`src/logic/rsd_pkg.sv`:
```
package rsd_pkg;

  // register offsets (printed offsets are not multiples of four: kept as indices)
  localparam logic [7:0] RSD_IDX_REG_TIMER = 8'h2b;
  localparam logic [7:0] RSD_IDX_PEAKS     = 8'h2c;
  localparam logic [7:0] RSD_IDX_GAIN      = 8'h2d;
  localparam logic [7:0] RSD_IDX_RSVD_A    = 8'h2e;
  localparam logic [7:0] RSD_IDX_RSVD_B    = 8'h2f;
  localparam logic [7:0] RSD_IDX_AUX       = 8'h30;
  // control register of our own: bit 0 sets default, bit 1 clears peaks
  localparam logic [7:0] RSD_IDX_CTRL      = 8'h3f;
  localparam int         RSD_CTRL_DEFAULT  = 0;
  localparam int         RSD_CTRL_PEAKCLR  = 1;

  // field positions
  localparam int RSD_REG_CODE_LSB = 4;
  localparam int RSD_GPT_BIT      = 2;
  localparam int RSD_NRT_BIT      = 1;
  localparam int RSD_MRT_BIT      = 0;
  localparam int RSD_AMP_LSB      = 4;
  localparam int RSD_PHS_LSB      = 0;
  localparam int RSD_CHSEL_BIT    = 7;

  // values after reset, and the lowest regulator code
  localparam logic [3:0] RSD_REG_CODE_MAX = 4'hf;
  localparam logic [3:0] RSD_REG_CODE_MIN = 4'h5;
  localparam logic [3:0] RSD_LEVEL_RESET  = 4'h0;
  localparam logic [7:0] RSD_BYTE_ZERO    = 8'h00;

  localparam logic [1:0] RSD_RESP_OKAY   = 2'b00;
  localparam logic [1:0] RSD_RESP_SLVERR = 2'b10;

  typedef struct packed {
    logic [3:0] amp;
    logic [3:0] phs;
  } rsd_pair_t;

  typedef struct packed {
    logic gpt;
    logic nrt;
    logic mrt;
  } rsd_timers_t;

endpackage

```
`src/logic/rsd_peak_hold.sv`:
```
`timescale 1ns/10ps
module rsd_peak_hold
  import rsd_pkg::*;
#(
  parameter int W = 4
) (
  // clock and reset
  input  wire logic         aclk,
  input  wire logic         aresetn,
  // control
  input  wire logic         clr,
  input  wire logic         smp_valid,
  input  wire logic [W-1:0] level,
  // held peak
  output logic      [W-1:0] peak
);

  logic [W-1:0] peak_ff;
  logic [W-1:0] nxt_peak;
  wire          higher = smp_valid && (level > peak_ff);

  // a clear beats a sample of the same cycle; the new message starts empty
  assign nxt_peak = clr ? {W{1'b0}} : (higher ? level : peak_ff);
  assign peak     = peak_ff;

  always_ff @(posedge aclk) begin
    if (!aresetn) begin
      peak_ff <= {W{1'b0}};
    end else begin
      peak_ff <= nxt_peak;
    end
  end

endmodule

```
`src/logic/rsd_regs.sv`:
```
// The AXI4-Lite interface to the registers was left to the implementer.
`timescale 1ns/10ps
module rsd_regs
  import rsd_pkg::*;
#(
  parameter int LW = 4
) (
  // clock and reset
  input  wire logic          aclk,
  input  wire logic          aresetn,
  // axi4-lite write address and data
  input  wire logic [9:0]    s_axi_awaddr,
  input  wire logic          s_axi_awvalid,
  output logic               s_axi_awready,
  input  wire logic [31:0]   s_axi_wdata,
  input  wire logic [3:0]    s_axi_wstrb,
  input  wire logic          s_axi_wvalid,
  output logic               s_axi_wready,
  // axi4-lite write response
  output logic [1:0]         s_axi_bresp,
  output logic               s_axi_bvalid,
  input  wire logic          s_axi_bready,
  // axi4-lite read
  input  wire logic [9:0]    s_axi_araddr,
  input  wire logic          s_axi_arvalid,
  output logic               s_axi_arready,
  output logic [31:0]        s_axi_rdata,
  output logic [1:0]         s_axi_rresp,
  output logic               s_axi_rvalid,
  input  wire logic          s_axi_rready,
  // regulator sources, same clock
  input  wire logic          reg_src_ext,
  input  wire logic [3:0]    reg_ext_code,
  input  wire logic          adj_done,
  input  wire logic [3:0]    adj_code,
  // timers, same clock
  input  wire rsd_timers_t   timers_run,
  // receiver, same clock
  input  wire logic          msg_start,
  input  wire logic          level_valid,
  input  wire rsd_pair_t     level_in,
  input  wire rsd_pair_t     gain_cut_in,
  input  wire logic          chan_sel,
  // selected channel level for internal use
  output logic [LW-1:0]      sel_level,
  output logic               set_default
);

  logic [3:0]  adj_code_ff;
  logic [3:0]  nxt_adj_code;
  rsd_pair_t   gain_ff;
  logic        chan_ff;
  logic        aw_ff;
  logic        w_ff;
  logic        bvalid_ff;
  logic        rvalid_ff;
  logic [31:0] rdata_ff;
  logic [1:0]  rresp_ff;
  logic [1:0]  bresp_ff;
  logic [7:0]  awidx_ff;
  logic [31:0] wdata_ff;
  logic [3:0]  wstrb_ff;
  logic [3:0]  amp_channel_peak_level;
  logic [3:0]  phase_channel_peak_level;

  // write path: address and data taken in either order
  wire       aw_take  = s_axi_awvalid && !aw_ff && !bvalid_ff;
  wire       w_take   = s_axi_wvalid && !w_ff && !bvalid_ff;
  wire       aw_have  = aw_ff || aw_take;
  wire       w_have   = w_ff || w_take;
  wire       wr_fire  = aw_have && w_have && !bvalid_ff;
  wire [7:0] wr_idx   = aw_ff ? awidx_ff : s_axi_awaddr[9:2];
  wire [31:0] wr_data = w_ff ? wdata_ff : s_axi_wdata;
  wire [3:0] wr_strb  = w_ff ? wstrb_ff : s_axi_wstrb;
  wire       wr_ctrl  = wr_fire && (wr_idx == RSD_IDX_CTRL) && wr_strb[0];
  wire       wr_disp  = (wr_idx >= RSD_IDX_REG_TIMER) && (wr_idx <= RSD_IDX_AUX);
  wire       wr_known = wr_disp || (wr_idx == RSD_IDX_CTRL);

  assign set_default = wr_ctrl && wr_data[RSD_CTRL_DEFAULT];
  wire   peak_clr    = msg_start || set_default
                       || (wr_ctrl && wr_data[RSD_CTRL_PEAKCLR]);

  assign s_axi_awready = aw_take;
  assign s_axi_wready  = w_take;
  assign s_axi_bvalid  = bvalid_ff;
  assign s_axi_bresp   = bresp_ff;

  // read path: one cycle from address to data
  wire       rd_take = s_axi_arvalid && !rvalid_ff;
  wire [7:0] rd_idx  = s_axi_araddr[9:2];
  assign s_axi_arready = rd_take;
  assign s_axi_rvalid  = rvalid_ff;
  assign s_axi_rdata   = rdata_ff;
  assign s_axi_rresp   = rresp_ff;

  // regulator code in force
  assign nxt_adj_code = adj_done ? adj_code : adj_code_ff;
  wire [3:0] reg_code = reg_src_ext ? reg_ext_code : adj_code_ff;

  // peak holders, one per channel; index 1 is amplitude, 0 is phase, as in the packed pair
  logic [1:0][3:0] lvl_ch;
  logic [1:0][3:0] peak_ch;
  assign lvl_ch = level_in;

  for (genvar ch = 0; ch < 2; ch++) begin : g_peak
    rsd_peak_hold #(
      .W(4)
    ) u_peak (
      .aclk      (aclk),
      .aresetn   (aresetn),
      .clr       (peak_clr),
      .smp_valid (level_valid),
      .level     (lvl_ch[ch]),
      .peak      (peak_ch[ch])
    );
  end

  assign amp_channel_peak_level   = peak_ch[1];
  assign phase_channel_peak_level = peak_ch[0];

  // the logic uses the level of the selected channel
  assign sel_level = chan_ff ? LW'(phase_channel_peak_level) : LW'(amp_channel_peak_level);

  wire [7:0] stat_byte = {reg_code, 1'b0, timers_run.gpt, timers_run.nrt, timers_run.mrt};
  wire [7:0] peak_byte = {amp_channel_peak_level, phase_channel_peak_level};
  wire [7:0] gain_byte = {gain_ff.amp, gain_ff.phs};
  wire [7:0] aux_byte  = {chan_ff, 7'h00};

  // reserved offsets answer zero and okay
  wire [7:0] rd_byte =
    (rd_idx == RSD_IDX_REG_TIMER) ? stat_byte :
    (rd_idx == RSD_IDX_PEAKS)     ? peak_byte :
    (rd_idx == RSD_IDX_GAIN)      ? gain_byte :
    (rd_idx == RSD_IDX_AUX)       ? aux_byte  :
    RSD_BYTE_ZERO;
  wire rd_known = ((rd_idx >= RSD_IDX_REG_TIMER) && (rd_idx <= RSD_IDX_AUX)) || (rd_idx == RSD_IDX_CTRL);

  always_ff @(posedge aclk) begin
    if (!aresetn || set_default) begin
      adj_code_ff <= RSD_REG_CODE_MAX;
      gain_ff     <= '0;
      chan_ff     <= 1'b0;
    end else begin
      adj_code_ff <= nxt_adj_code;
      gain_ff     <= gain_cut_in;
      chan_ff     <= chan_sel;
    end
  end

  always_ff @(posedge aclk) begin
    if (!aresetn) begin
      aw_ff     <= 1'b0;
      w_ff      <= 1'b0;
      awidx_ff  <= 8'h00;
      wdata_ff  <= 32'h0000_0000;
      wstrb_ff  <= 4'h0;
      bvalid_ff <= 1'b0;
      bresp_ff  <= RSD_RESP_OKAY;
    end else begin
      if (aw_take) begin
        awidx_ff <= s_axi_awaddr[9:2];
      end
      if (w_take) begin
        wdata_ff <= s_axi_wdata;
        wstrb_ff <= s_axi_wstrb;
      end
      aw_ff <= aw_have && !wr_fire;
      w_ff  <= w_have && !wr_fire;
      // display writes complete okay and change nothing
      if (wr_fire) begin
        bvalid_ff <= 1'b1;
        bresp_ff  <= wr_known ? RSD_RESP_OKAY : RSD_RESP_SLVERR;
      end else if (s_axi_bready) begin
        bvalid_ff <= 1'b0;
      end
    end
  end

  always_ff @(posedge aclk) begin
    if (!aresetn) begin
      rvalid_ff <= 1'b0;
      rdata_ff  <= 32'h0000_0000;
      rresp_ff  <= RSD_RESP_OKAY;
    end else if (rd_take) begin
      rvalid_ff <= 1'b1;
      rdata_ff  <= {24'h00_0000, rd_byte};
      rresp_ff  <= rd_known ? RSD_RESP_OKAY : RSD_RESP_SLVERR;
    end else if (s_axi_rready) begin
      rvalid_ff <= 1'b0;
    end
  end
endmodule

```
`config.mk`:
```
export PLATFORM = sky130hd
export DESIGN_NAME = rsd_regs
export DESIGN_NICKNAME = d
export VERILOG_FILES = /design/src/logic/rsd_pkg.sv /design/src/logic/rsd_peak_hold.sv /design/src/logic/rsd_regs.sv
export SDC_FILE = /design/constraint.sdc
export NUM_CORES = 1
export LEC_CHECK = 0
export BUFFER_PORTS_ARGS = -buffer_cell sky130_fd_sc_hd__buf_2
export CORE_MARGIN = 3
export CORE_UTILIZATION = 44
export CTS_CLUSTER_DIAMETER = 50
export DETAILED_ROUTE_END_ITERATION = 8
export GPL_TIMING_DRIVEN = 0
export HOLD_SLACK_MARGIN = 0.03
export PLACE_DENSITY = 0.82
export SETUP_SLACK_MARGIN = 0.02
export SYNTH_ARGS = -nofsm -noshare
export SYNTH_HDL_FRONTEND = slang
export SYNTH_SLANG_ARGS = --single-unit
```
`constraint.sdc`:
```
create_clock -name aclk -period 1.85 [get_ports aclk]
set_input_delay 0 -clock aclk [delete_from_list [all_inputs] [get_ports aclk]]
set_output_delay 0 -clock aclk [all_outputs]
set_load 0.005 [all_outputs]
```
==> summary.txt, run 1 <==
Outcome
  – Status: complete, no violations

Global route
  – Initial antenna violation count: 0
  – First-pass GRT wire length: slightly above 10 mm
  – GRT Total Usage: 0.198
  – Largest net degree at the start of global routing: 14
  – Gr ovfl total: 0
  – Number of global-route vias before repair: approximately 2300

Yosys
  – #FFs+latches synth: 46
  – Dominant cell type by area after synthesis: dfxtp_1
  – Yosys top cell area share: 0.367
  – Mapped Area: 2510 sq um
  – Unique masters post-synth: about 40
  – Synth warn: 0
  – Post-synthesis average cell area: 9.02 sq um
  – Top FF cell, synth: dfxtp_1
  – FFs w/ async S/R, synth: 0
  – Post-synthesis cell count: about 280
  – EDFF count, synth: 0
  – Post-synth top cells: 46 x dfxtp_1, 37 x mux2i_1, 35 x nor2_1
  – Ranking of synthesized cells by area: dfxtp_1 37%, mux2i_1 15%, buf_4 7.8%, nor2_1 5.2%, ha_1 4.0%
  – Sequential element share of the synthesized area: 0.367
  – Most frequent cell after synthesis: dfxtp_1

Timing
  – Setup TNS: 0 ps
  – Final Max Slew Viols: 0
  – Post-route minimum period: 1740 ps
  – Max Clock Freq: 0.575 GHz
  – Final WS setup: 110 ps
  – Endpoints failing setup: 0
  – Clock skew: 5.35 ps
  – Worst slew margin: 0.634
  – Slew @ Worst Pin: approximately 550 ps
  – RSZ-0062 raised after global routing: yes
  – Final hold violations: 0
  – Period utilisation layout: 0.941

Critical path
  – Worst Path Required: 2020 ps
  – CP max FO: 4
  – CP max stage delay: about 560 ps
  – CP Data Arrival Time: 1910 ps
  – Critical Path, Cell by Cell: dlygate4sd3_1 > buf_2 > ha_1 > nor2b_1 > o211ai_1 > a21oi_2 > mux2i_1 > nor2_1
  – Worst Setup Start Kind: input pin
  – Crit Path Class: in2reg
  – CP endpoint kind: register
  – Slowest cell on crit path: dlygate4sd3_1

Placement
  – Post-DP HPWL: 4.69 mm
  – IO Port Bufs: 75
  – Post-Place Cells: 448
  – RePlAce Congestion: 0.827
  – Pre-CTS setup slack: 99.4 ps

Clocking
  – H-tree levels: 2
  – Root Driver: clkbuf_8
  – CTS Sinks: 46
  – CTS buffer count: 5
  – TritonCTS clock tree: done
  – Max Buffers Root-to-Sink: 2
  – Setup bufs post-CTS: 0
  – Clk slew on worst S/H paths: 80 ps
  – Worst skew pair latency: 290 ps

Detailed routing
  – Iter 0 DRT Violations: 76
  – Remaining DRCs: 0
  – Vias: 2396
  – Drt pass-1 iters: 4
  – WL per Instance: 13.2 um
  – Post-DRT Antenna Nets: 0
  – Routed Wire Length: between 6 and 7 mm
  – DR vias/cell: 4.88

Floorplanning
  – Die width: 81.5 um
  – Core area: about 5300 sq um
  – Initial core utilization: 0.473
  – Die area: 6640 sq um
  – Die height: 81.5 um
  – # IOs: 141
  – Row count: 26

Power
  – Leak: 1.69 nW
  – PwrDens: 654 nW/um^2
  – Peak supply drop: 535 uV

Final layout
  – Area growth from synthesis to layout: 40.7%
  – Final core occ: 0.666
  – Share of post-route cells with drive strength above 1: 0.318
  – Diode count: 0
  – Finished Layout Cells: 491
  – Nets: 523

Flow run
  – Max Cap Violations: 0

Hold path
  – HP Class: in2reg
-- layout by cell type, fill, tap and decap left out, drive strengths merged, types with 2 or more instances in the layout --
cell and count:
nor3 3, nand2 15, a22oi 8, and2 9
a31oi 2, nand3 6, nor4 3, mux2i 37
dlygate4sd3 35, and4b 2, nor2 38, a21oi 9
o211ai 2, conb 26, nor2b 2, dfxtp 46
buf 109, clkbuf 10, o21ai 8, nand4 4
inv 12, nand3b 5, o22ai 5, mux2 2
nand2b 4, ha 8, nor3b 3
-- flip-flops by register name (all words and copies together) (netlist names) --
register,flops
s_axi_bresp,1
s_axi_rdata,8
s_axi_rvalid,1
aw_ff,1
gain_byte,8
s_axi_rresp,1
wdata_ff,2
awidx_ff,8
adj_code_ff,4
s_axi_bvalid,1
g_peak.u_peak.peak,8
chan_ff,1
wstrb_ff,1
w_ff,1
-- final timing paths --
| path | from | slack (ps) | cells past startpoint | end |
|---|---|---|---|---|
| max | level_in[1] | 110 | 8 | g_peak[0].u_peak.peak[1]$_SDFFE_PP0P_ |
| max reg2reg | g_peak[0].u_peak.peak[1]$_SDFFE_PP0P_ | 120 | 7 | g_peak[0].u_peak.peak[1]$_SDFFE_PP0P_ |
| min reg2reg | s_axi_rdata[7]$_SDFFE_PN0P_ | 480 | 2 | s_axi_rdata[7]$_SDFFE_PN0P_ |
| min | timers_run[1] | 60 | 5 | s_axi_rdata[1]$_SDFFE_PN0P_ |
-- through the flow --
stage               power [mW]  hold slack [ps]  area [sq um]
floorplan                 1.40              120          2600
global placement          1.53              205          3070
detailed placement        1.54              217          3070
CTS                       2.31             60.8          3520
global route              2.43             91.6          3530
finish                    2.31             60.3          3530
-- routing by layer --
metal	vias to the layer above	GRT usage	wire, um
met3	10	0.0471	478
li1	1206	-	-
met1	1079	0.229	2610
met4	0	0.0557	108
met2	101	0.360	3300
met5	-	0	0
-- layout make-up --
| class | count | area, sq um |
|---|---|---|
| Inverter | 12 | 45.0 |
| Fill cell | 436 | 1770 |
| Timing Repair Buffer | 110 | 726 |
| Sequential cell | 46 | 922 |
| Buffer | 37 | 256 |
| Multi-Input combinational cell | 208 | 1390 |
| Clock buffer | 7 | 76.3 |
| Tap cell | 70 | 87.6 |
| Clock inverter | 1 | 30.0 |
-- where the power goes --
part,leakage (nW),switching (mW),internal [mW]
Combinational,1.26,0.233,0.279
Sequential,0.378,0.0397,1.04
Clock,0.0524,0.308,0.404
Total,1.69,0.581,1.73
-- timing repair --
| item | in CTS | in global routing |
|---|---|---|
| hold buffers | 35 | 0 |
| resized for setup | 0 | 3 |
| setup endpoints to repair | 0 | 8 |
| hold endpoints to repair | 37 | 0 |
-- cells by family (layout without fill, tap and decap cells) --
logic type / after synthesis / in the layout / synth area share
other: 1 / 26 / 0.00149
AO/OA/AOI/OAI: 37 / 37 / 0.0977
flip-flops: 46 / 46 / 0.367
buffers and inverters: 49 / 167 / 0.120
adder cells (fa/ha/maj): 8 / 8 / 0.0399
AND/OR/NAND/NOR: 98 / 98 / 0.217
multiplexers: 39 / 39 / 0.157
-- worst max-delay path: cells and delay by family --
family                   cells  cell delay (ps)
multiplexers                 1              230
buffers and inverters        2              700
AND/OR/NAND/NOR              2              230
adder cells (fa/ha/maj)      1              300
AO/OA/AOI/OAI                2              450
No activity file was read; power rests on OpenSTA's default activity.
==> run 2, diff against run 1 <==
Settings changed: CTS_BUF_LIST from default to sky130_fd_sc_hd__clkbuf_4 sky130_fd_sc_hd__clkbuf_8 sky130_fd_sc_hd__clkbuf_16, GPL_TIMING_DRIVEN 0 to default.
==> summary.txt, run 2 (synthesized netlist as in run 1, its figures left out) <==
Clocking
  – CTS buffer count: 5
  – H-tree levels: 2
  – CTS Sinks: 46
  – TritonCTS clock tree: done
  – Max Buffers Root-to-Sink: 2
  – Root Driver: clkbuf_8
  – Worst skew pair latency: 290 ps
  – Clk slew on worst S/H paths: 80 ps

Floorplanning
  – Die area: 6640 sq um
  – Die width: roughly 82 um
  – Initial core utilization: 0.473
  – # IOs: 141
  – Die height: 81.5 um
  – Core area: 5300 sq um
  – Row count: 26

Global route
  – Number of global-route vias before repair: 2318
  – GRT Total Usage: 0.199
  – Largest net degree at the start of global routing: 16
  – Gr ovfl total: 0
  – Initial antenna violation count: 0
  – First-pass GRT wire length: slightly above 10 mm

Power
  – Clock Power Share: 0.358
  – Leak: 1.59 nW
  – Internal power: 1.84 mW
  – Sequential share of power: 0.450
  – Peak supply drop: 629 uV
  – Psw: about 600 uW
  – Switch share: 0.243
  – Total Power: 2.43 mW
  – Comb pwr share: 0.192
  – PwrDens: a little over 700 nW/um^2

Timing
  – Max Clock Freq: 0.614 GHz
  – Clock skew: around 7.7 ps
  – RSZ-0062 raised after global routing: no
  – Final hold violations: 0
  – Worst hold slack: 56.3 ps
  – Post-route minimum period: about 1600 ps
  – Endpoints failing setup: 0
  – Final Max Slew Viols: 0
  – Period utilisation layout: 0.881
  – Setup TNS: 0 ps

Critical path
  – CP endpoint kind: register
  – CP max FO: 4
  – Worst Setup Start Kind: register
  – CP Data Arrival Time: 1800 ps
  – Crit Path Class: reg2reg
  – Worst Path Required: ~2000 ps
  – Slowest cell on crit path: dfxtp_1
  – Critical Path, Cell by Cell: inv_1 > ha_1 > nor2b_1 > o211ai_1 > a21oi_1 > buf_4 > mux2i_1 > nor2_1
  – CP max stage delay: around 400 ps

Detailed routing
  – Post-DRT Antenna Nets: 0
  – WL per Instance: 13.4 um
  – DR vias/cell: approximately 4.9
  – Drt pass-1 iters: 4
  – Routed Wire Length: 6.26 mm
  – Remaining DRCs: 0
  – Vias: about 2300
  – Iter 0 DRT Violations: 117

Hold path
  – HP Class: in2reg

Placement
  – RePlAce Congestion: 0.810
  – IO Port Bufs: 77
  – Post-DP HPWL: around 4.6 mm

Flow run
  – Max Cap Violations: 0

Final layout
  – Diode count: 0
  – Most frequent cells in the layout: 77 x buf_2, 45 x dfxtp_1, 39 x dlygate4sd3_1
  – Most common cell after layout, fill and taps aside: buf_2
  – # fillers: 436
  – Share of post-route cells with drive strength above 1: 0.278
  – Area growth from synthesis to layout: 35.5%
  – Nets: ~500

Outcome
  – Status: complete, no violations
[run 2: cell count changes in the layout (fill, tap and decap cells not counted), sizes merged]
| cell | before | now |
|---|---|---|
| clkinv | 0 | 1 |
| dlygate4sd3 | 35 | 39 |
| buf | 109 | 83 |
| bufinv | 1 | 2 |
| clkbuf | 10 | 5 |
[run 2: through the flow]
stage | util | area, sq um | setup slack, ps | cells
after floorplan | - | 2600 | 261 | 303
after global placement | 0.540 | 2860 | 117 | 419
after detailed placement | 0.540 | 2860 | 56.8 | 419
after CTS | 0.640 | 3390 | 39.9 | 466
after global routing | 0.641 | 3400 | 53.3 | 466
final | 0.641 | 3400 | 220 | 466
[run 2: worst paths after layout]
check	slack, ps	cells past startpoint	from	end
worst max-delay path	220	8	g_peak[0].u_peak.peak[1]$_SDFFE_PP0P_	g_peak[0].u_peak.peak[0]$_SDFFE_PP0P_
worst min-delay path	60	5	timers_run[1]	s_axi_rdata[1]$_SDFFE_PN0P_
worst max register to register	220	8	g_peak[0].u_peak.peak[1]$_SDFFE_PP0P_	g_peak[0].u_peak.peak[0]$_SDFFE_PP0P_
worst min register to register	480	2	s_axi_rdata[7]$_SDFFE_PN0P_	s_axi_rdata[7]$_SDFFE_PN0P_
[run 2: cell type report]
type	count	area, sq um	area share
clock buffers	5	68.8	0.0203
clock inverters	3	68.8	0.0203
inverters	12	45.0	0.0133
multi-input cells	208	1390	0.408
flip-flops and latches	46	922	0.271
well taps	70	87.6	0.0258
repair buffers	122	821	0.242
[run 2: power by group through the flow]
stage | logic (mW) | registers (mW) | clock network, mW
floorplan | 0.305 | 1.09 | 0
CTS | 0.460 | 1.09 | 0.889
global route | 0.520 | 1.10 | 0.934
global placement | 0.380 | 1.11 | 0
finish | 0.467 | 1.09 | 0.869
detailed placement | 0.392 | 1.11 | 0
[run 2: routing by layer]
layer  global-route usage  up-vias  share of wire
met5                    0        -              0
met4               0.0845        0          0.026
met3               0.0450       14          0.064
met2                0.354       89           0.50
met1                0.226     1035           0.41
li1                     -     1154              -
[run 2: repair_timing]
item                                    in CTS  in global routing
gates resized for setup                      0                  2
buffers inserted                             0                  0
endpoints found under the setup margin       0                 20
hold buffers                                39                  0
hold endpoints to repair                    38                  0
[run 2: worst max-delay path, delay by kind of cell (launching register included)]
| kind | cells | cell delay, ps |
|---|---|---|
| AOI/OAI and AO/OA | 2 | 210 |
| adders and majority gates | 1 | 300 |
| buffers and inverters | 2 | 240 |
| DFF | 1 | 400 |
| muxes | 1 | 180 |
| and+or+nand+nor | 2 | 190 |
